**src/gpp_pkg.sv**
```systemverilog
/*
  gpp_pkg: register offsets, field positions, reset values and port widths for the
  general-purpose port block. Assumes a 32-bit APB register bus with word-aligned byte offsets.
*/
`default_nettype none
package gpp_pkg;
  // port widths
  localparam int unsigned GPP_P0_W = 4;
  localparam int unsigned GPP_P1_W = 4;
  localparam int unsigned GPP_P2_W = 7;
  localparam int unsigned GPP_P3_W = 4;
  localparam int unsigned GPP_P5_W = 4;
  localparam int unsigned GPP_AW   = 8;
  // register byte offsets
  localparam logic [7:0] GPP_OUT0_OFS  = 8'h00;
  localparam logic [7:0] GPP_OUT1_OFS  = 8'h04;
  localparam logic [7:0] GPP_OUT2_OFS  = 8'h08;
  localparam logic [7:0] GPP_OUT3_OFS  = 8'h0c;
  localparam logic [7:0] GPP_OUT5_OFS  = 8'h10;
  localparam logic [7:0] GPP_DIR0_OFS  = 8'h20;
  localparam logic [7:0] GPP_DIR1_OFS  = 8'h24;
  localparam logic [7:0] GPP_DIR2_OFS  = 8'h28;
  localparam logic [7:0] GPP_DIR3_OFS  = 8'h2c;
  localparam logic [7:0] GPP_DIR5_OFS  = 8'h30;
  localparam logic [7:0] GPP_PUOA_OFS  = 8'h40;
  localparam logic [7:0] GPP_KRM_OFS   = 8'h44;
  localparam logic [7:0] GPP_BPU2_OFS  = 8'h48;
  localparam logic [7:0] GPP_BPU3_OFS  = 8'h4c;
  localparam logic [7:0] GPP_IN0_OFS   = 8'h60;
  localparam logic [7:0] GPP_IN1_OFS   = 8'h64;
  localparam logic [7:0] GPP_IN2_OFS   = 8'h68;
  localparam logic [7:0] GPP_IN3_OFS   = 8'h6c;
  localparam logic [7:0] GPP_IN5_OFS   = 8'h70;
  // field positions in the pull-up option and key return mode registers
  localparam int unsigned GPP_PUOA_P0_BIT = 0;
  localparam int unsigned GPP_PUOA_P1_BIT = 1;
  localparam int unsigned GPP_KRM_PU_BIT  = 0;
  // reset values: direction 1 = input
  localparam logic [7:0] GPP_DIR_RST = 8'hff;
  localparam logic [7:0] GPP_OUT_RST = 8'h00;
  localparam logic [7:0] GPP_PU_RST  = 8'h00;
endpackage : gpp_pkg
`default_nettype wire

```
**src/gpp_pin.sv**
```systemverilog
/*
  gpp_pin: pad-side logic for one port: two-flop input synchroniser, output enable
  and pull-up gating. Assumes direction bit 1 means input.
*/
`default_nettype none
module gpp_pin
  import gpp_pkg::*;
#(
  parameter int unsigned W = 4
) (
  // clock and reset
  input  wire logic         pclk,
  input  wire logic         presetn,
  // register side
  input  wire logic [W-1:0] dir_in,
  input  wire logic [W-1:0] out_val,
  input  wire logic [W-1:0] pu_sel,
  output logic      [W-1:0] pin_sync,
  // pad side
  input  wire logic [W-1:0] pin_i,
  output logic      [W-1:0] pin_o,
  output logic      [W-1:0] pin_oe,
  output logic      [W-1:0] pin_pu
);
  logic [W-1:0] meta_r;
  logic [W-1:0] meta_nxt;
  logic [W-1:0] sync_r;
  logic [W-1:0] sync_nxt;

  always_comb begin
    meta_nxt = pin_i;
    sync_nxt = meta_r;
  end

  always_ff @(posedge pclk or negedge presetn) begin
    if (!presetn) begin
      meta_r <= '0;
      sync_r <= '0;
    end else begin
      meta_r <= meta_nxt;
      sync_r <= sync_nxt;
    end
  end

  assign pin_sync = sync_r;
  assign pin_o    = out_val;
  assign pin_oe   = ~dir_in;
  assign pin_pu   = pu_sel & dir_in;
endmodule : gpp_pin
`default_nettype wire

```
**src/gpp_port.sv**
```systemverilog
/*
  gpp_port: five general-purpose I/O ports with per-bit direction, output latches,
  pull-up control on ports 0 to 3 and an APB register slave. Assumes pins are synchronised inside,
  and pads resolve level from pin_o, pin_oe and pin_pu.
*/
// Summary of operation
// - each pin's direction is chosen by its own bit, independent of others
// - port 0 and port 1 pull-ups each switch port-wide from their own bit of the option register
// - key return mode register can also enable port 0 pull-ups
// - ports 2 and 3 have per-bit pull-up enable registers
// - pull-up applies only while the pin is an input
`default_nettype none
module gpp_port
  import gpp_pkg::*;
(
  // clock and reset
  input  wire logic                pclk,
  input  wire logic                presetn,
  // apb slave
  input  wire logic                psel,
  input  wire logic                penable,
  input  wire logic                pwrite,
  input  wire logic [GPP_AW-1:0]   paddr,
  input  wire logic [31:0]         pwdata,
  output logic      [31:0]         prdata,
  output logic                     pready,
  output logic                     pslverr,
  // port 0 pins
  input  wire logic [GPP_P0_W-1:0] port0_pins_i,
  output logic      [GPP_P0_W-1:0] port0_pins_o,
  output logic      [GPP_P0_W-1:0] port0_pins_oe,
  output logic      [GPP_P0_W-1:0] port0_pins_pu,
  // port 1 pins
  input  wire logic [GPP_P1_W-1:0] port1_pins_i,
  output logic      [GPP_P1_W-1:0] port1_pins_o,
  output logic      [GPP_P1_W-1:0] port1_pins_oe,
  output logic      [GPP_P1_W-1:0] port1_pins_pu,
  // port 2 pins
  input  wire logic [GPP_P2_W-1:0] port2_pins_i,
  output logic      [GPP_P2_W-1:0] port2_pins_o,
  output logic      [GPP_P2_W-1:0] port2_pins_oe,
  output logic      [GPP_P2_W-1:0] port2_pins_pu,
  // port 3 pins
  input  wire logic [GPP_P3_W-1:0] port3_pins_i,
  output logic      [GPP_P3_W-1:0] port3_pins_o,
  output logic      [GPP_P3_W-1:0] port3_pins_oe,
  output logic      [GPP_P3_W-1:0] port3_pins_pu,
  // port 5 pins
  input  wire logic [GPP_P5_W-1:0] port5_pins_i,
  output logic      [GPP_P5_W-1:0] port5_pins_o,
  output logic      [GPP_P5_W-1:0] port5_pins_oe,
  output logic      [GPP_P5_W-1:0] port5_pins_pu,
  // key return inputs for the key scan logic
  output logic      [GPP_P0_W-1:0] key_return_inputs
);
  // registers (direction 1 = input)
  logic [GPP_P0_W-1:0] out0_r, out0_nxt, dir0_r, dir0_nxt;
  logic [GPP_P1_W-1:0] out1_r, out1_nxt, dir1_r, dir1_nxt;
  logic [GPP_P2_W-1:0] out2_r, out2_nxt, dir2_r, dir2_nxt;
  logic [GPP_P3_W-1:0] out3_r, out3_nxt, dir3_r, dir3_nxt;
  logic [GPP_P5_W-1:0] out5_r, out5_nxt, dir5_r, dir5_nxt;
  logic [1:0]          port_pullup_option_a_r, port_pullup_option_a_nxt;
  logic                key_return_mode_reg_r, key_return_mode_reg_nxt;
  logic [GPP_P2_W-1:0] port2_bitwise_pullup_reg_r, port2_bitwise_pullup_reg_nxt;
  logic [GPP_P3_W-1:0] port3_bitwise_pullup_reg_r, port3_bitwise_pullup_reg_nxt;
  logic [31:0]         prdata_r, prdata_nxt;
  logic                pslverr_nxt;
  logic                access;
  logic                wr;
  logic                hit;
  logic [GPP_P0_W-1:0] in0;
  logic [GPP_P1_W-1:0] in1;
  logic [GPP_P2_W-1:0] in2;
  logic [GPP_P3_W-1:0] in3;
  logic [GPP_P5_W-1:0] in5;
  logic                pu0_on;
  logic                pu1_on;

  // pad read value: input pins show the pin, output pins show the latch
  function automatic logic [31:0] rd_port(input logic [7:0] dir, input logic [7:0] pin, input logic [7:0] lat);
    rd_port = {24'h000000, (dir & pin) | (~dir & lat)};
  endfunction : rd_port

  assign access = psel & penable;
  assign wr     = access & pwrite;
  assign pready = access;

  // port-wide pull-up selects for ports 0 and 1
  assign pu0_on = port_pullup_option_a_r[GPP_PUOA_P0_BIT]
                | key_return_mode_reg_r;
  assign pu1_on = port_pullup_option_a_r[GPP_PUOA_P1_BIT];

  always_comb begin
    out0_nxt = out0_r;
    out1_nxt = out1_r;
    out2_nxt = out2_r;
    out3_nxt = out3_r;
    out5_nxt = out5_r;
    dir0_nxt = dir0_r;
    dir1_nxt = dir1_r;
    dir2_nxt = dir2_r;
    dir3_nxt = dir3_r;
    dir5_nxt = dir5_r;
    port_pullup_option_a_nxt      = port_pullup_option_a_r;
    key_return_mode_reg_nxt       = key_return_mode_reg_r;
    port2_bitwise_pullup_reg_nxt  = port2_bitwise_pullup_reg_r;
    port3_bitwise_pullup_reg_nxt  = port3_bitwise_pullup_reg_r;
    prdata_nxt  = prdata_r;
    pslverr_nxt = 1'b0;
    hit         = 1'b1;
    // read data is captured in the setup cycle so it stands through the access phase
    if (psel && !penable) begin
      prdata_nxt = 32'h00000000;
      unique case (paddr)
        GPP_OUT0_OFS: prdata_nxt = {28'h0000000, out0_r};
        GPP_OUT1_OFS: prdata_nxt = {28'h0000000, out1_r};
        GPP_OUT2_OFS: prdata_nxt = {25'h0000000, out2_r};
        GPP_OUT3_OFS: prdata_nxt = {28'h0000000, out3_r};
        GPP_OUT5_OFS: prdata_nxt = {28'h0000000, out5_r};
        GPP_DIR0_OFS: prdata_nxt = {28'h0000000, dir0_r};
        GPP_DIR1_OFS: prdata_nxt = {28'h0000000, dir1_r};
        GPP_DIR2_OFS: prdata_nxt = {25'h0000000, dir2_r};
        GPP_DIR3_OFS: prdata_nxt = {28'h0000000, dir3_r};
        GPP_DIR5_OFS: prdata_nxt = {28'h0000000, dir5_r};
        GPP_PUOA_OFS: prdata_nxt = {30'h00000000, port_pullup_option_a_r};
        GPP_KRM_OFS:  prdata_nxt = {31'h00000000, key_return_mode_reg_r};
        GPP_BPU2_OFS: prdata_nxt = {25'h0000000, port2_bitwise_pullup_reg_r};
        GPP_BPU3_OFS: prdata_nxt = {28'h0000000, port3_bitwise_pullup_reg_r};
        GPP_IN0_OFS:  prdata_nxt = rd_port({4'h0, dir0_r}, {4'h0, in0}, {4'h0, out0_r});
        GPP_IN1_OFS:  prdata_nxt = rd_port({4'h0, dir1_r}, {4'h0, in1}, {4'h0, out1_r});
        GPP_IN2_OFS:  prdata_nxt = rd_port({1'b0, dir2_r}, {1'b0, in2}, {1'b0, out2_r});
        GPP_IN3_OFS:  prdata_nxt = rd_port({4'h0, dir3_r}, {4'h0, in3}, {4'h0, out3_r});
        GPP_IN5_OFS:  prdata_nxt = rd_port({4'h0, dir5_r}, {4'h0, in5}, {4'h0, out5_r});
        default:      prdata_nxt = 32'h00000000;
      endcase
    end
    // writes land at the access edge; unmapped offsets and pin read-back writes raise pslverr
    if (access) begin
      unique case (paddr)
        GPP_OUT0_OFS: if (pwrite) out0_nxt = pwdata[GPP_P0_W-1:0];
        GPP_OUT1_OFS: if (pwrite) out1_nxt = pwdata[GPP_P1_W-1:0];
        GPP_OUT2_OFS: if (pwrite) out2_nxt = pwdata[GPP_P2_W-1:0];
        GPP_OUT3_OFS: if (pwrite) out3_nxt = pwdata[GPP_P3_W-1:0];
        GPP_OUT5_OFS: if (pwrite) out5_nxt = pwdata[GPP_P5_W-1:0];
        GPP_DIR0_OFS: if (pwrite) dir0_nxt = pwdata[GPP_P0_W-1:0];
        GPP_DIR1_OFS: if (pwrite) dir1_nxt = pwdata[GPP_P1_W-1:0];
        GPP_DIR2_OFS: if (pwrite) dir2_nxt = pwdata[GPP_P2_W-1:0];
        GPP_DIR3_OFS: if (pwrite) dir3_nxt = pwdata[GPP_P3_W-1:0];
        GPP_DIR5_OFS: if (pwrite) dir5_nxt = pwdata[GPP_P5_W-1:0];
        GPP_PUOA_OFS: if (pwrite) port_pullup_option_a_nxt = pwdata[1:0];
        GPP_KRM_OFS:  if (pwrite) key_return_mode_reg_nxt = pwdata[GPP_KRM_PU_BIT];
        GPP_BPU2_OFS: if (pwrite) port2_bitwise_pullup_reg_nxt = pwdata[GPP_P2_W-1:0];
        GPP_BPU3_OFS: if (pwrite) port3_bitwise_pullup_reg_nxt = pwdata[GPP_P3_W-1:0];
        GPP_IN0_OFS, GPP_IN1_OFS, GPP_IN2_OFS, GPP_IN3_OFS, GPP_IN5_OFS: hit = !wr;
        default: hit = 1'b0;
      endcase
      pslverr_nxt = !hit;
    end
  end

  always_ff @(posedge pclk or negedge presetn) begin
    if (!presetn) begin
      out0_r <= GPP_OUT_RST[GPP_P0_W-1:0];
      out1_r <= GPP_OUT_RST[GPP_P1_W-1:0];
      out2_r <= GPP_OUT_RST[GPP_P2_W-1:0];
      out3_r <= GPP_OUT_RST[GPP_P3_W-1:0];
      out5_r <= GPP_OUT_RST[GPP_P5_W-1:0];
      dir0_r <= GPP_DIR_RST[GPP_P0_W-1:0];
      dir1_r <= GPP_DIR_RST[GPP_P1_W-1:0];
      dir2_r <= GPP_DIR_RST[GPP_P2_W-1:0];
      dir3_r <= GPP_DIR_RST[GPP_P3_W-1:0];
      dir5_r <= GPP_DIR_RST[GPP_P5_W-1:0];
      port_pullup_option_a_r     <= GPP_PU_RST[1:0];
      key_return_mode_reg_r      <= GPP_PU_RST[0];
      port2_bitwise_pullup_reg_r <= GPP_PU_RST[GPP_P2_W-1:0];
      port3_bitwise_pullup_reg_r <= GPP_PU_RST[GPP_P3_W-1:0];
      prdata_r  <= 32'h00000000;
    end else begin
      out0_r <= out0_nxt;
      out1_r <= out1_nxt;
      out2_r <= out2_nxt;
      out3_r <= out3_nxt;
      out5_r <= out5_nxt;
      dir0_r <= dir0_nxt;
      dir1_r <= dir1_nxt;
      dir2_r <= dir2_nxt;
      dir3_r <= dir3_nxt;
      dir5_r <= dir5_nxt;
      port_pullup_option_a_r     <= port_pullup_option_a_nxt;
      key_return_mode_reg_r      <= key_return_mode_reg_nxt;
      port2_bitwise_pullup_reg_r <= port2_bitwise_pullup_reg_nxt;
      port3_bitwise_pullup_reg_r <= port3_bitwise_pullup_reg_nxt;
      prdata_r  <= prdata_nxt;
    end
  end

  // error flag is decoded in the access cycle, alongside pready
  assign prdata  = prdata_r;
  assign pslverr = access & (pslverr_nxt);
  assign key_return_inputs = in0;

  gpp_pin #(.W(GPP_P0_W)) u_p0 (
    .pclk(pclk), .presetn(presetn), .dir_in(dir0_r), .out_val(out0_r),
    .pu_sel({GPP_P0_W{pu0_on}}), .pin_sync(in0), .pin_i(port0_pins_i),
    .pin_o(port0_pins_o), .pin_oe(port0_pins_oe), .pin_pu(port0_pins_pu));
  gpp_pin #(.W(GPP_P1_W)) u_p1 (
    .pclk(pclk), .presetn(presetn), .dir_in(dir1_r), .out_val(out1_r),
    .pu_sel({GPP_P1_W{pu1_on}}), .pin_sync(in1), .pin_i(port1_pins_i),
    .pin_o(port1_pins_o), .pin_oe(port1_pins_oe), .pin_pu(port1_pins_pu));
  gpp_pin #(.W(GPP_P2_W)) u_p2 (
    .pclk(pclk), .presetn(presetn), .dir_in(dir2_r), .out_val(out2_r),
    .pu_sel(port2_bitwise_pullup_reg_r), .pin_sync(in2), .pin_i(port2_pins_i),
    .pin_o(port2_pins_o), .pin_oe(port2_pins_oe), .pin_pu(port2_pins_pu));
  gpp_pin #(.W(GPP_P3_W)) u_p3 (
    .pclk(pclk), .presetn(presetn), .dir_in(dir3_r), .out_val(out3_r),
    .pu_sel(port3_bitwise_pullup_reg_r), .pin_sync(in3), .pin_i(port3_pins_i),
    .pin_o(port3_pins_o), .pin_oe(port3_pins_oe), .pin_pu(port3_pins_pu));
  gpp_pin #(.W(GPP_P5_W)) u_p5 (
    .pclk(pclk), .presetn(presetn), .dir_in(dir5_r), .out_val(out5_r),
    .pu_sel({GPP_P5_W{1'b0}}), .pin_sync(in5), .pin_i(port5_pins_i),
    .pin_o(port5_pins_o), .pin_oe(port5_pins_oe), .pin_pu(port5_pins_pu));
endmodule : gpp_port
`default_nettype wire

```
**config.mk**
```make
export PLATFORM = sky130hd
export DESIGN_NAME = gpp_port
export DESIGN_NICKNAME = d
export VERILOG_FILES = /design/src/gpp_pkg.sv /design/src/gpp_pin.sv /design/src/gpp_port.sv
export SDC_FILE = /design/constraint.sdc
export NUM_CORES = 1
export LEC_CHECK = 0
export ABC_AREA = 1
export BUFFER_PORTS_ARGS = -buffer_cell sky130_fd_sc_hd__buf_2
export CAP_MARGIN = 20
export CORE_ASPECT_RATIO = 0.9
export CORE_MARGIN = 2
export CORE_UTILIZATION = 40
export CTS_BUF_LIST = sky130_fd_sc_hd__clkbuf_4 sky130_fd_sc_hd__clkbuf_8
export DETAILED_ROUTE_END_ITERATION = 10
export GPL_ROUTABILITY_DRIVEN = 0
export PLACE_DENSITY = 0.65
export SLEW_MARGIN = 20
export SYNTH_ARGS = -nofsm -noshare
export SYNTH_HDL_FRONTEND = slang
export SYNTH_HIERARCHICAL = 1
export SYNTH_SLANG_ARGS = --single-unit
```
**constraint.sdc**
```tcl
create_clock -name pclk -period 2.4 [get_ports pclk]
set_clock_uncertainty 0.2 [all_clocks]
set_input_delay 0.24 -clock pclk [delete_from_list [all_inputs] [get_ports pclk]]
set_output_delay 0.24 -clock pclk [all_outputs]
set_load 0.01 [all_outputs]
```
Word level (Yosys, flattened, before mapping)
Cells that the tools add are included.
{ "word_totals": {"regBits": 138} }
{ "op_classes": {"eq_ne": 18, "mux": 4, "bitwise": 33, "reduce_logical": 21} }
{ "op_table": {"columns": ["cell", "n"], "rows": [
  ["$pmux W8 S19", 1],
  ["$eq A8 B7 Y1 const B", 9],
  ["$reduce_and A3 Y1", 14],
  ["$eq A8 B6 Y1 const B", 5],
  ["$and A8 B4 Y8", 4],
  ["$not A4 Y8", 4],
  ["$or A4 B8 Y8", 4],
  ["$and A4 B4 Y4", 7],
  ["$eq A8 B4 Y1 const B", 2],
  ["$not A4 Y4", 4],
  ["$and A7 B7 Y7", 2],
  ["$reduce_or A14 Y1", 1],
  ["$and A8 B7 Y8", 1],
  ["$eq A8 B3 Y1 const B", 1],
  ["$eq A8 B5 Y1 const B", 1],
  ["$logic_not A8 Y1", 1],
  ["$not A7 Y8", 1],
  ["$or A7 B8 Y8", 1],
  ["$not A7 Y7", 1],
  ["$reduce_or A5 Y1", 1],
  ["$and A1 B1 Y1", 3],
  ["$logic_not A1 Y1", 3],
  ["$mux W1", 2],
  ["$pmux W1 S2", 1],
  ["2 further kinds", 2]
]} }

Longest topological paths before layout
Gate-level depths: netlist of run 1.
{ "logic_depth": {"depth_word": 8, "ltp_mapped": 12, "mapped_depth_nobuf": 11} }

Modules after synthesis
The synthesis of run 1 kept the hierarchy.
{ "by_module_without_submodules": {"columns": ["mod", "n_inst", "cells_each", "area_per_inst_um2", "seq_area_each_um2"], "rows": [
  ["gpp_port", 1, 569, 4003.8, 1705.4],
  ["gpp_pin at u_p0 ...", 4, 24, 275.3, 200.2],
  ["gpp_pin at u_p2", 1, 42, 481.7, 350.3]
]} }

Worst setup path before layout of run 1
Ideal clock, no wire load.
{ "synth_timing": {"kind": "in2out", "from": "input port paddr[7]", "to": "output port pslverr", "arrival_time_ps": 1187, "required_time_ps": 1960, "slack_ps": 773, "cell_stages": 9, "path_buffers": 1, "path_cell_list": "inv_1 > nand2_2 > nor2_4 > buf_2 > o21ai_0 > nand2_1 > nor3_2 > nand3_1 > nor2_1"} }
{ "synth_between": {"elab_chain_cells": 7} }
{ "synth_lines": {"columns": ["item", "line", "text"], "rows": [
  ["start: declaration", "gpp_port.sv:23", "input wire logic [GPP_AW-1:0] paddr,"],
  ["$eq A8 B7 Y1 (tied with other cells)", "gpp_port.sv:139", "unique case (paddr)"],
  ["$reduce_or A14 Y1 (no line) or $reduce_or A5 Y1 (tied branches)", null, null],
  ["$pmux W1 S2 *", "gpp_port.sv:139", null],
  ["$mux W1 *", "gpp_port.sv:138", "if (access) begin"],
  ["$logic_not A1 Y1 *", "gpp_port.sv:157", "pslverr_nxt = !hit;"],
  ["$mux W1 *", "gpp_port.sv:138", null],
  ["$and A1 B1 Y1 *", "gpp_port.sv:199", "assign pslverr = access & (pslverr_nxt);"],
  ["end: declaration", "gpp_port.sv:27", "output logic pslverr,"]
]} }
Mark *: on every way between the ends. The rest lies on a longest branch, timed or not. The select of a mux whose other input is x is not followed.

Worst setup path in the final report of run 1
Same ends and word-level chain as after synthesis.

==> impl_results.md, run 1 <==
* Post-Synthesis Cells at about 700
* Simple-gate share of the synthesized area at around 26%
* Post-DP HPWL at 10700 um
* Outcome: finished, final reports clean
* Share of the yosys chip area belonging to registers at about half
* Final worst slack at 0.466 ns
* Clk root buf: clkbuf_8
* Hold endpoint: prdata[4]$_DFFE_PN0P_
* # DRC at 0
* Initial Util at 41.3%
* H-tree depth at 4
* WL/cell at 14.4 um
* Crit Path Class: input port to output port
* NumNets Final at about 900
* Remaining antenna violation count after routing at 0
* P&R area growth vs syn at 21.3%
* Die W at 129 um
* Final Hold Violating Endpoints at 0
* Actual slew at the worst max-slew pin at 0.535 ns
* XOR/XNOR Fraction of Synth Area at 0%
* RR Endpoint: prdata[1]$_DFFE_PN0P_
* Largest net degree at the start of global routing at 49
* Initial drt markers at 335
* GRT Total Usage at 20.3%
* DR vias at 4879
* Vias in the first global route at 4366
* Final min period at 1.93 ns
* Final WL at about 15000 um
* Total setup buffers inserted after CTS at 0
* Ys Warns at 6
* Slew Limit Fails at 0
* First-pass GRT wire length at roughly 23000 um
* Critical Path Start Type: input port
* # diodes at 0
* Worst reg-to-reg setup slack at 0.63 ns
* Die footprint at 0.0149 mm2
* HP Start: penable
* Antenna violations before repair at 0
* Max_cap viols at 0
* Synth Area in Adders at 0%
* WP data arrival at 1.49 ns
* Die height at ~120 um
* IO buf count at 120
* 1st-pass router iterations at 5
* Avg Cell Area, Syn at 7.90 um2
* Vias per inst at 4.74
* Sw Pwr at 0.979 mW
* Post-route clock period utilization at 80.6%
* Worst R2R Start: dir1_r[1]$_DFFE_PN1P_
* Crit-path max cell delay at 0.46 ns
* Main combinational cell family by area after synthesis: simple AND/OR/NAND/NOR gates
* CTS tree: yes
* Total CTS buffers at 17
* Critical path fanouts, max at 6
* Setup TNS at 0 ns
* Yosys reg bits at 113
* Share of cells above drive strength 1 at about a quarter
* RSZ-0062 raised after global routing: no
* Combinational share of power at 7.0%
* Seq pwr share at 51.3%
* Row Count at 40
* Internal Pwr Total at 2.91 mW
* Max clock buf depth at 2
* F_max at 517 MHz
* Mapped Area at 0.00559 mm2
* Core area at 0.0135 mm2
* Pwr Density at 574 mW/mm2
* # clock sinks at roughly 110
* Max IR drop VDD at 0.000369 V
* CP most frequent cell: nor2_1
* Final core utilization at 50.1%
* Overflow left after global routing at 0
* Distinct cell type count after synthesis at 23
* Leakage power at around 3.5 nW
* Mux cell area share after synthesis at 0%
* Sw Share at between 20% and 30%
* Cell chain of the critical path: buf_2 > nor2_1 > nand2_1 > nor2_1 > nor3_2 > nand3_1 > nor2_1 > buf_2
* Critical Path RT at around 2.0 ns
* Compound-Gate Fraction of Synth Area at 8.42%
* Final setup fails at 0
* Clk_lat worst skew at roughly 0.43 ns
* CTS clock-pin slew for the worst setup and hold paths at 0.06 ns
* Worst Hold Depth at 5
* Io pins at 175
* Place WS at ~0.47 ns
* CP Capture Type: output port
* Critical-path top delay cell: nor2_1
* Worst Reg-to-Reg Cells at 10
* Resized Gates After CTS at 0
* HP Class: input port to flop
* Clock network power share at 41.7%
* Hold buffers post-CTS at 27
* Max-slew headroom at 64.2%
how the worst max path moves through the flow:
stage	from	endpoint	slack (ns)	cells past startpoint
after floorplan	paddr[7]	pslverr	0.77	9
after CTS	key_return_mode_reg_r$_DFFE_PN0P_	port0_pins_pu[2]	0.49	4
after detailed placement	paddr[7]	out3_r[3]$_DFFE_PN0P_	0.47	7
after global placement	paddr[3]	pslverr	0.53	8
after global routing	paddr[7]	pslverr	0.34	8
final	paddr[7]	pslverr	0.47	8
critical path: cells and delay by family:
family	cells	cell delay, ns
AND/OR/NAND/NOR	6	1.02
buffers and inverters	2	0.25
placed cells by master, fill, tap and decap left out:
| cell | Yosys | layout |
|---|---|---|
| nand2_2 | 6 | 6 |
| o21ai_0 | 88 | 88 |
| nor3_2 | 1 | 1 |
| buf_12 | 0 | 1 |
| clkbuf_8 | 0 | 18 |
| nor2_2 | 3 | 3 |
| buf_2 | 4 | 119 |
| dfrtp_1 | 90 | 90 |
| or2_2 | 3 | 3 |
| buf_4 | 53 | 11 |
| nand2_1 | 210 | 210 |
| dfstp_2 | 23 | 23 |
| nor2_1 | 43 | 43 |
| o21ai_1 | 3 | 3 |
| dlygate4sd3_1 | 0 | 27 |
| o21bai_1 | 1 | 1 |
| bufinv_16 | 0 | 1 |
| conb_1 | 1 | 29 |
| o211ai_1 | 1 | 1 |
| clkbuf_4 | 0 | 2 |
| nor3_1 | 2 | 2 |
| clkinv_4 | 0 | 1 |
| nand3_2 | 3 | 3 |
| nand4_1 | 1 | 1 |
| inv_1 | 99 | 99 |
| nor2_4 | 4 | 4 |
| nand3_1 | 62 | 62 |
| clkinv_2 | 0 | 6 |
| clkinvlp_4 | 0 | 3 |
cells in the mapped netlist:
cell	number	area share, %
nand4_1	1	0.11
nand3_2	3	0.54
nor3_1	2	0.18
buf_6	1	0.20
nand3_1	62	5.6
nand2_2	6	0.67
inv_1	99	6.7
o211ai_1	1	0.13
buf_2	4	0.36
nor2_4	4	0.81
or2_2	3	0.34
o21bai_1	1	0.13
buf_4	53	7.1
nor3_2	1	0.18
nor2_2	3	0.34
dfstp_2	23	11
dfrtp_1	90	40
clkbuf_1	5	0.34
conb_1	1	0.067
nand2_1	210	14
nor2_1	43	2.9
o21ai_1	3	0.27
o21ai_0	88	7.9
cell families after synthesis:
family          after synthesis
simple gates                338
buf+inv                     162
flops                       113
compound gates               93
other cells                   1
per-stage QoR:
step | hold WS, ns | cell area [um2] | instances | power [mW]
final | 0.0581 | 6780 | 1029 | 3.89
after global routing | 0.0637 | 6780 | 1029 | 4.07
after CTS | 0.0334 | 6780 | 1029 | 3.93
after detailed placement | -0.0135 | 6150 | 971 | 2.27
after global placement | -0.00896 | 6150 | 971 | 2.27
after floorplan | -0.256 | 5690 | 735 | 2.17
power groups by stage:
stage	Sequential, mW	Clock, mW	Combinational, mW
global route	2.00	1.76	0.306
CTS	2.00	1.66	0.273
floorplan	2.02	0	0.146
finish	2.00	1.62	0.272
detailed placement	2.03	0	0.239
global placement	2.03	0	0.237
layer usage:
metal  vias to the layer above  track usage, %  wire length [um]
met5                         -               0                 0
met4                         0            5.65               148
met3                        19            5.18              1120
met2                       198            29.6              6410
met1                      2251            30.1              7160
li1                       2411               -                 -
state kept, by name, indices dropped and copies added (netlist names), 7 cells and up:
name / cells
prdata: 7
out2_r: 7
dir2_r: 7
u_p2/pin_sync: 7
u_p2/meta_r: 7
port2_bitwise_pullup_reg_r: 7
layout make-up:
| class | count | area (um2) |
|---|---|---|
| sequential | 113 | 2860 |
| multi-input combinational | 460 | 2020 |
| tap | 168 | 210 |
| inverter | 99 | 372 |
| clock buffer | 20 | 263 |
| fill | 1312 | 6740 |
| clock inverter | 11 | 91.3 |
| timing repair buffer | 158 | 968 |
Note: power is estimated with default switching activity, not from simulation.
==> inputs of run 2 (changes only) <==
==> constraint.sdc (replaced) <==
create_clock -name pclk -period 1.91 [get_ports pclk]
set_clock_uncertainty 0.2 [all_clocks]
set_input_delay 0.191 -clock pclk [delete_from_list [all_inputs] [get_ports pclk]]
set_output_delay 0.191 -clock pclk [all_outputs]
set_load 0.01 [all_outputs]
==> impl_results.md, run 2 (synthesis results as in run 1) <==
* Outcome: finished, final reports clean
* Commonest non-fill, non-tap cell in the layout: nand2_1
* Crit Path Class: flop to output port
* Final Hold Violating Endpoints at 0 (unchanged)
* Final WL at 15000 um (+0.73%)
* Die W at 129 um (unchanged)
* CTS clock-pin slew for the worst setup and hold paths at 0.08 ns (+0.02 ns)
* Io pins at 175 (unchanged)
* Leakage power at 3.60 nW (+3.1%)
* Initial drt markers at 438 (+31%)
* Critical path fanouts, max at 4 (-2)
* Final min period at between 1.5 and 2 ns
* Row Count at 40 (unchanged)
* H-tree depth at 4 (unchanged)
* First-pass GRT wire length at 23800 um (+3.5%)
* F_max at 545 MHz
* Register area at 0.00286 mm2 (unchanged)
* Cell chain of the critical path: or2_2 > nand2_1 > inv_1 > buf_2
* # diodes at 0 (unchanged)
* Clk root buf: clkbuf_8
* Critical Path RT at 1.52 ns (-0.44 ns)
* Max clock buf depth at 2 (unchanged)
* Core area at 0.0135 mm2 (unchanged)
* Post-DP HPWL at 10800 um (+0.99%)
* 1st-pass router iterations at 8 (+3)
* Crit-path max cell delay at 0.41 ns (-0.05 ns)
* Buf/Inv on CP at 2 (unchanged)
* Overflow left after global routing at 0 (unchanged)
* DR vias at 4839 (-0.82%)
* Pwr Total at 5.37 mW (+38%)
* CP Capture Type: output port
* IO buf count at 120 (unchanged)
* Post-route clock period utilization at 96.1%
* P&R area growth vs syn at 25.5%
* GRT Total Usage at 21.0% (+0.70 points)
* HP Class: input port to flop
* Multi-input gate area at 0.00202 mm2 (+0.12%)
* Setup TNS at 0 ns (unchanged)
* Clk_lat worst skew at 0.43 ns (about the same)
* Max IR drop VDD at 0.000857 V (+130%)
* Die height at 116 um (unchanged)
* Die footprint at 0.0149 mm2 (unchanged)
* WL/cell at 14.4 um (-0.43%)
* Top Family by Delay on Critical Path: simple AND/OR/NAND/NOR gates
* Pwr Density at 765 mW/mm2 (+33%)
* Slew Limit Fails at 0 (unchanged)
* NumNets Final at 928 (+1.2%)
* Total CTS buffers at 17 (unchanged)
* Fillers at 1297 (-1.1%)
* Vias in the first global route at 4579 (+4.9%)
* Vias per inst at 4.65 (-2.0%)
* Max-slew headroom at 63.5% (-0.66 points)
* Final setup fails at 0 (unchanged)
* Critical-path top delay cell: dfrtp_1
* Antenna violations before repair at 0 (unchanged)
* Share of cells above drive strength 1 at 25.0% (+1.2 points)
* Largest net degree at the start of global routing at 35 (-29%)
* Actual slew at the worst max-slew pin at 0.547 ns (+0.0113 ns)
* CTS tree: yes
* RSZ-0062 raised after global routing: no
* Critical Path Start Type: flop
* # clock sinks at 113 (unchanged)
* # DRC at 0 (unchanged)
* Initial Util at 41.3% (unchanged)
* Most frequent cells in the layout: 209 x nand2_1, 119 x buf_2, 98 x inv_1, 90 x dfrtp_1, 87 x o21ai_0
* Max_cap viols at 0 (unchanged)
* WP data arrival at 1.44 ns (-0.05 ns)
* Remaining antenna violation count after routing at 0 (unchanged)
run 2: per-stage QoR:
stage	utilization [%]	cells	setup WS, ns	area [um2]	hold WS (ns)
4_1_cts	51.8	1040	0.0728	7000	0.0291
6_report	51.9	1041	0.0751	7010	0.0547
3_5_place_dp	46.5	980	0.132	6280	-0.0195
3_3_place_gp	46.5	980	0.166	6280	-0.0168
2_1_floorplan	-	735	0.341	5690	-0.305
5_1_grt	51.9	1041	0.00540	7010	0.0667
run 2: cell type report:
| cell class | count | area share, % |
|---|---|---|
| sequential | 113 | 40.7 |
| multi-input combinational | 460 | 28.8 |
| timing repair buffer | 169 | 15.9 |
| inverter | 99 | 5.30 |
| clock buffer | 19 | 3.64 |
| tap | 168 | 3.00 |
| clock inverter | 13 | 2.62 |
run 2: what timing repair did:
| item | CTS | global route |
|---|---|---|
| gates resized for setup | 0 | 3 |
| setup buffers | 0 | 1 |
| hold buffers | 28 | 0 |
| endpoints found under the setup margin | 0 | 1 |
| endpoints found under the hold margin | 129 | 0 |
run 2: path summary, 6_finish.rpt:
| path | start | end | slack, ns | cells past startpoint |
|---|---|---|---|---|
| hold reg to reg | u_p2/meta_r[5]$_DFF_PN0_ | u_p2/pin_sync[5]$_DFF_PN0_ | 0.15 | 0 |
| min in group asynchronous | presetn | out5_r[3]$_DFFE_PN0P_ | 0.06 | 2 |
| max in group asynchronous | presetn | dir0_r[1]$_DFFE_PN1P_ | 0.84 | 3 |
| hold / removal | psel | prdata[1]$_DFFE_PN0P_ | 0.05 | 6 |
| setup / recovery | port_pullup_option_a_r[0]$_DFFE_PN0P_ | port0_pins_pu[1] | 0.08 | 4 |
| setup reg to reg | dir0_r[0]$_DFFE_PN1P_ | prdata[0]$_DFFE_PN0P_ | 0.20 | 7 |
run 2: per-layer routing:
metal | up-vias | GRT usage (%) | routed length, um
met3 | 13 | 5.82 | 1260
li1 | 2427 | - | -
met4 | 0 | 5.43 | 157
met5 | - | 0 | 0
met1 | 2199 | 31.2 | 7050
met2 | 200 | 30.5 | 6490
run 2: worst min-delay path: stages:
cell	delay, ns
buf_2	0.10
inv_1	0.04
nor2_1	0.04
buf_4	0.16
nand2_1	0.06
nand2_1	0.04
run 2: power breakdown:
part / internal, mW / leakage [nW] / total [mW] / switching [mW]
clock network: 1.47 / 0.216 / 2.50 / 1.02
registers: 2.47 / 1.39 / 2.51 / 0.0407
logic: 0.139 / 2.00 / 0.360 / 0.222
total: 4.08 / 3.60 / 5.37 / 1.29
==> inputs of run 3 (changes only) <==
--- a/config.mk
+++ b/config.mk
@@ -14,8 +14,8 @@
 export CTS_BUF_LIST = sky130_fd_sc_hd__clkbuf_4 sky130_fd_sc_hd__clkbuf_8
 export DETAILED_ROUTE_END_ITERATION = 10
 export GPL_ROUTABILITY_DRIVEN = 0
-export PLACE_DENSITY = 0.65
-export SLEW_MARGIN = 20
+export PLACE_DENSITY = 0.68
+export SLEW_MARGIN = 15
 export SYNTH_ARGS = -nofsm -noshare
 export SYNTH_HDL_FRONTEND = slang
 export SYNTH_HIERARCHICAL = 1
==> constraint.sdc (replaced) <==
create_clock -name pclk -period 1.5 [get_ports pclk]
set_clock_uncertainty 0.2 [all_clocks]
set_input_delay 0.15 -clock pclk [delete_from_list [all_inputs] [get_ports pclk]]
set_output_delay 0.15 -clock pclk [all_outputs]
set_load 0.01 [all_outputs]
==> impl_results.md, run 3 (synthesis results as in run 1) <==
* Total CTS buffers at 17 (unchanged)
* Leakage power at 4.49 nW (+25%)
* Row Count at 40 (unchanged)
* Critical Path RT at 1.15 ns (-0.37 ns)
* WP data arrival at 1.36 ns (-0.08 ns)
* Fillers at 1127 (-13%)
* CTS tree: yes
* Worst R2R Start: dir2_r[1]$_DFFE_PN1P_
* Max clock buf depth at 2 (unchanged)
* # clock sinks at 113 (unchanged)
* HP Class: input port to flop
* Actual slew at the worst max-slew pin at 0.732 ns (+0.185 ns)
* First-pass GRT wire length at 27600 um (+16%)
* Top Family by Delay on Critical Path: flip-flops
* 1st-pass router iterations at 5 (-3)
* Worst reg-to-reg setup slack at -0.12 ns (-0.32 ns)
* Final worst slack at -0.210 ns (-0.285 ns)
* RSZ-0062 raised after global routing: yes
* Clk root buf: clkbuf_8
* Io pins at 175 (unchanged)
* H-tree depth at 4 (unchanged)
* P&R area growth vs syn at 53.6%
* RR Endpoint: prdata[1]$_DFFE_PN0P_
* NumNets Final at 1039 (+12%)
* Clk_lat worst skew at 0.45 ns (+0.02 ns)
* Max-slew headroom at 51.2% (-12 points)
* Failing checks: setup timing
* Critical Path Start Type: flop
* Pwr Density at 841 mW/mm2 (+9.9%)
* Setup TNS at -5.01 ns (-5.01 ns)
* Critical-path top delay cell: dfrtp_1
* Hold Slack at 0.0332 ns (-0.0215 ns)
* Initial drt markers at 445 (+1.6%)
* Cell area after placement at 0.00678 mm2 (+7.9%)
* CTS clock-pin slew for the worst setup and hold paths at 0.07 ns (about the same)
* Grt met1 use at 32.6% (+1.5 points)
* Placed cells at 1040 (+6.1%)
* Worst Reg-to-Reg Cells at 10 (+3)
* # DRC at 0 (unchanged)
* Cell chain of the critical path: or2_4 > nand2_2 > inv_2 > buf_6
* Critical path fanouts, max at 4 (unchanged)
* Die height at 116 um (unchanged)
* Share of cells above drive strength 1 at 42.6% (+18 points)
* Pwr Total at 7.22 mW (+35%)
* Hold endpoint: port3_bitwise_pullup_reg_r[3]$_DFFE_PN0P_
* Multi-input gate area at 0.00230 mm2 (+14%)
* Vias in the first global route at 5440 (+19%)
* DR vias at 5535 (+14%)
* Final min period at 1.71 ns
* Overflow left after global routing at 0 (unchanged)
* CP Capture Type: output port
* GRT met3 Usage at 7.24% (+1.4 points)
* Post-route clock period utilization at 114%
* IO buf count at 120 (unchanged)
* Crit Path Class: flop to output port
* Remaining antenna violation count after routing at 0 (unchanged)
* Die footprint at 0.0149 mm2 (unchanged)
* Most frequent cells in the layout: 183 x nand2_1, 90 x buf_4, 90 x dfrtp_1, 77 x buf_2
* Final std cell area, no fill at 0.00858 mm2 (+22%)
* Post-DP HPWL at 11500 um (+6.5%)
* Outcome: finished with violations
* Register area at 0.00286 mm2 (unchanged)
* F_max at 585 MHz
* Initial Util at 41.3% (unchanged)
* Worst Hold Depth at 3 (-3)
* # diodes at 0 (unchanged)
* Slew Limit Fails at 0 (unchanged)
* Vias per inst at 4.80 (+3.4%)
* Commonest non-fill, non-tap cell in the layout: nand2_1
* Max IR drop VDD at 0.000953 V (+11%)
* Final Hold Violating Endpoints at 0 (unchanged)
* Buf/Inv on CP at 2 (unchanged)
* Max_cap viols at 0 (unchanged)
* M2 GR Usage at 38.7% (+8.2 points)
* Largest net degree at the start of global routing at 43 (+23%)
* Crit-path max cell delay at 0.39 ns (-0.02 ns)
* GRT Total Usage at 24.3% (+3.3 points)
* Final std cells w/o fill at 1152 (+11%)
* Core area at 0.0135 mm2 (unchanged)
* Die W at 129 um (unchanged)
* HP Start: pwdata[3]
* Final setup fails at 46 (+46)
* GR peak layer: met2
* Crit path depth at 4 (unchanged)
* Final WL at 17600 um (+18%)
* Antenna violations before repair at 0 (unchanged)
* WL/cell at 15.3 um (+6.2%)
run 3: cell types whose count changed in the layout (fill, tap and decap cells not counted), moves of 10 or more:
cell	before	now
buf_2	119	77
inv_2	1	36
nor2_1	43	33
nand2_1	209	183
buf_4	16	90
o21ai_2	0	10
o21ai_0	87	71
buf_6	0	71
inv_1	98	61
nand2_2	7	24
run 3: power breakdown:
group | total (mW) | switching, mW | leakage, nW | internal [mW]
clock network | 3.38 | 1.24 | 0.234 | 2.14
registers | 3.19 | 0.0480 | 1.39 | 3.14
logic | 0.648 | 0.353 | 2.87 | 0.294
total | 7.22 | 1.64 | 4.49 | 5.58
run 3: tightest hold or removal path, cell delays in order:
cell and delay [ns]:
buf_2 0.08, inv_1 0.20, o21ai_0 0.22
run 3: cell type report:
class | count | share of cell area (%)
sequential | 113 | 33.3
clock buffer | 23 | 3.40
tap | 168 | 2.45
clock inverter | 9 | 2.08
multi-input combinational | 460 | 26.8
inverter | 99 | 4.39
timing repair buffer | 280 | 27.6
run 3: timing repair:
item / in CTS / in global routing
endpoints found under the hold margin: 174 / 0
pin swaps: 54 / 43
gates cloned: 0 / 0
resized for setup: 136 / 75
setup endpoints to repair: 50 / 69
setup buffers: 44 / 11
hold buffers: 32 / 0
run 3: how the worst max path moves through the flow:
stage,start,slack (ns),endpoint
3_5_place_dp,paddr[6],-0.20,out1_r[3]$_DFFE_PN0P_
3_3_place_gp,paddr[7],-0.18,prdata[2]$_DFFE_PN0P_
4_1_cts,port_pullup_option_a_r[0]$_DFFE_PN0P_,-0.22,port0_pins_pu[3]
5_1_grt,key_return_mode_reg_r$_DFFE_PN0P_,-0.29,port0_pins_pu[0]
2_1_floorplan,dir2_r[1]$_DFFE_PN1P_,0.003,prdata[1]$_DFFE_PN0P_
6_report,key_return_mode_reg_r$_DFFE_PN0P_,-0.21,port0_pins_pu[1]
run 3: per-layer routing:
| metal | wire, um | up-vias |
|---|---|---|
| met5 | 0 | - |
| met4 | 271 | 0 |
| met3 | 1540 | 29 |
| met2 | 8290 | 280 |
| met1 | 7480 | 2578 |
| li1 | - | 2648 |
run 3: metrics by stage:
stage	setup WS (ns)	util, %
2_1_floorplan	0.00263	-
3_3_place_gp	-0.181	50.2
3_5_place_dp	-0.203	50.2
4_1_cts	-0.221	61.3
5_1_grt	-0.294	63.5
6_report	-0.210	63.5
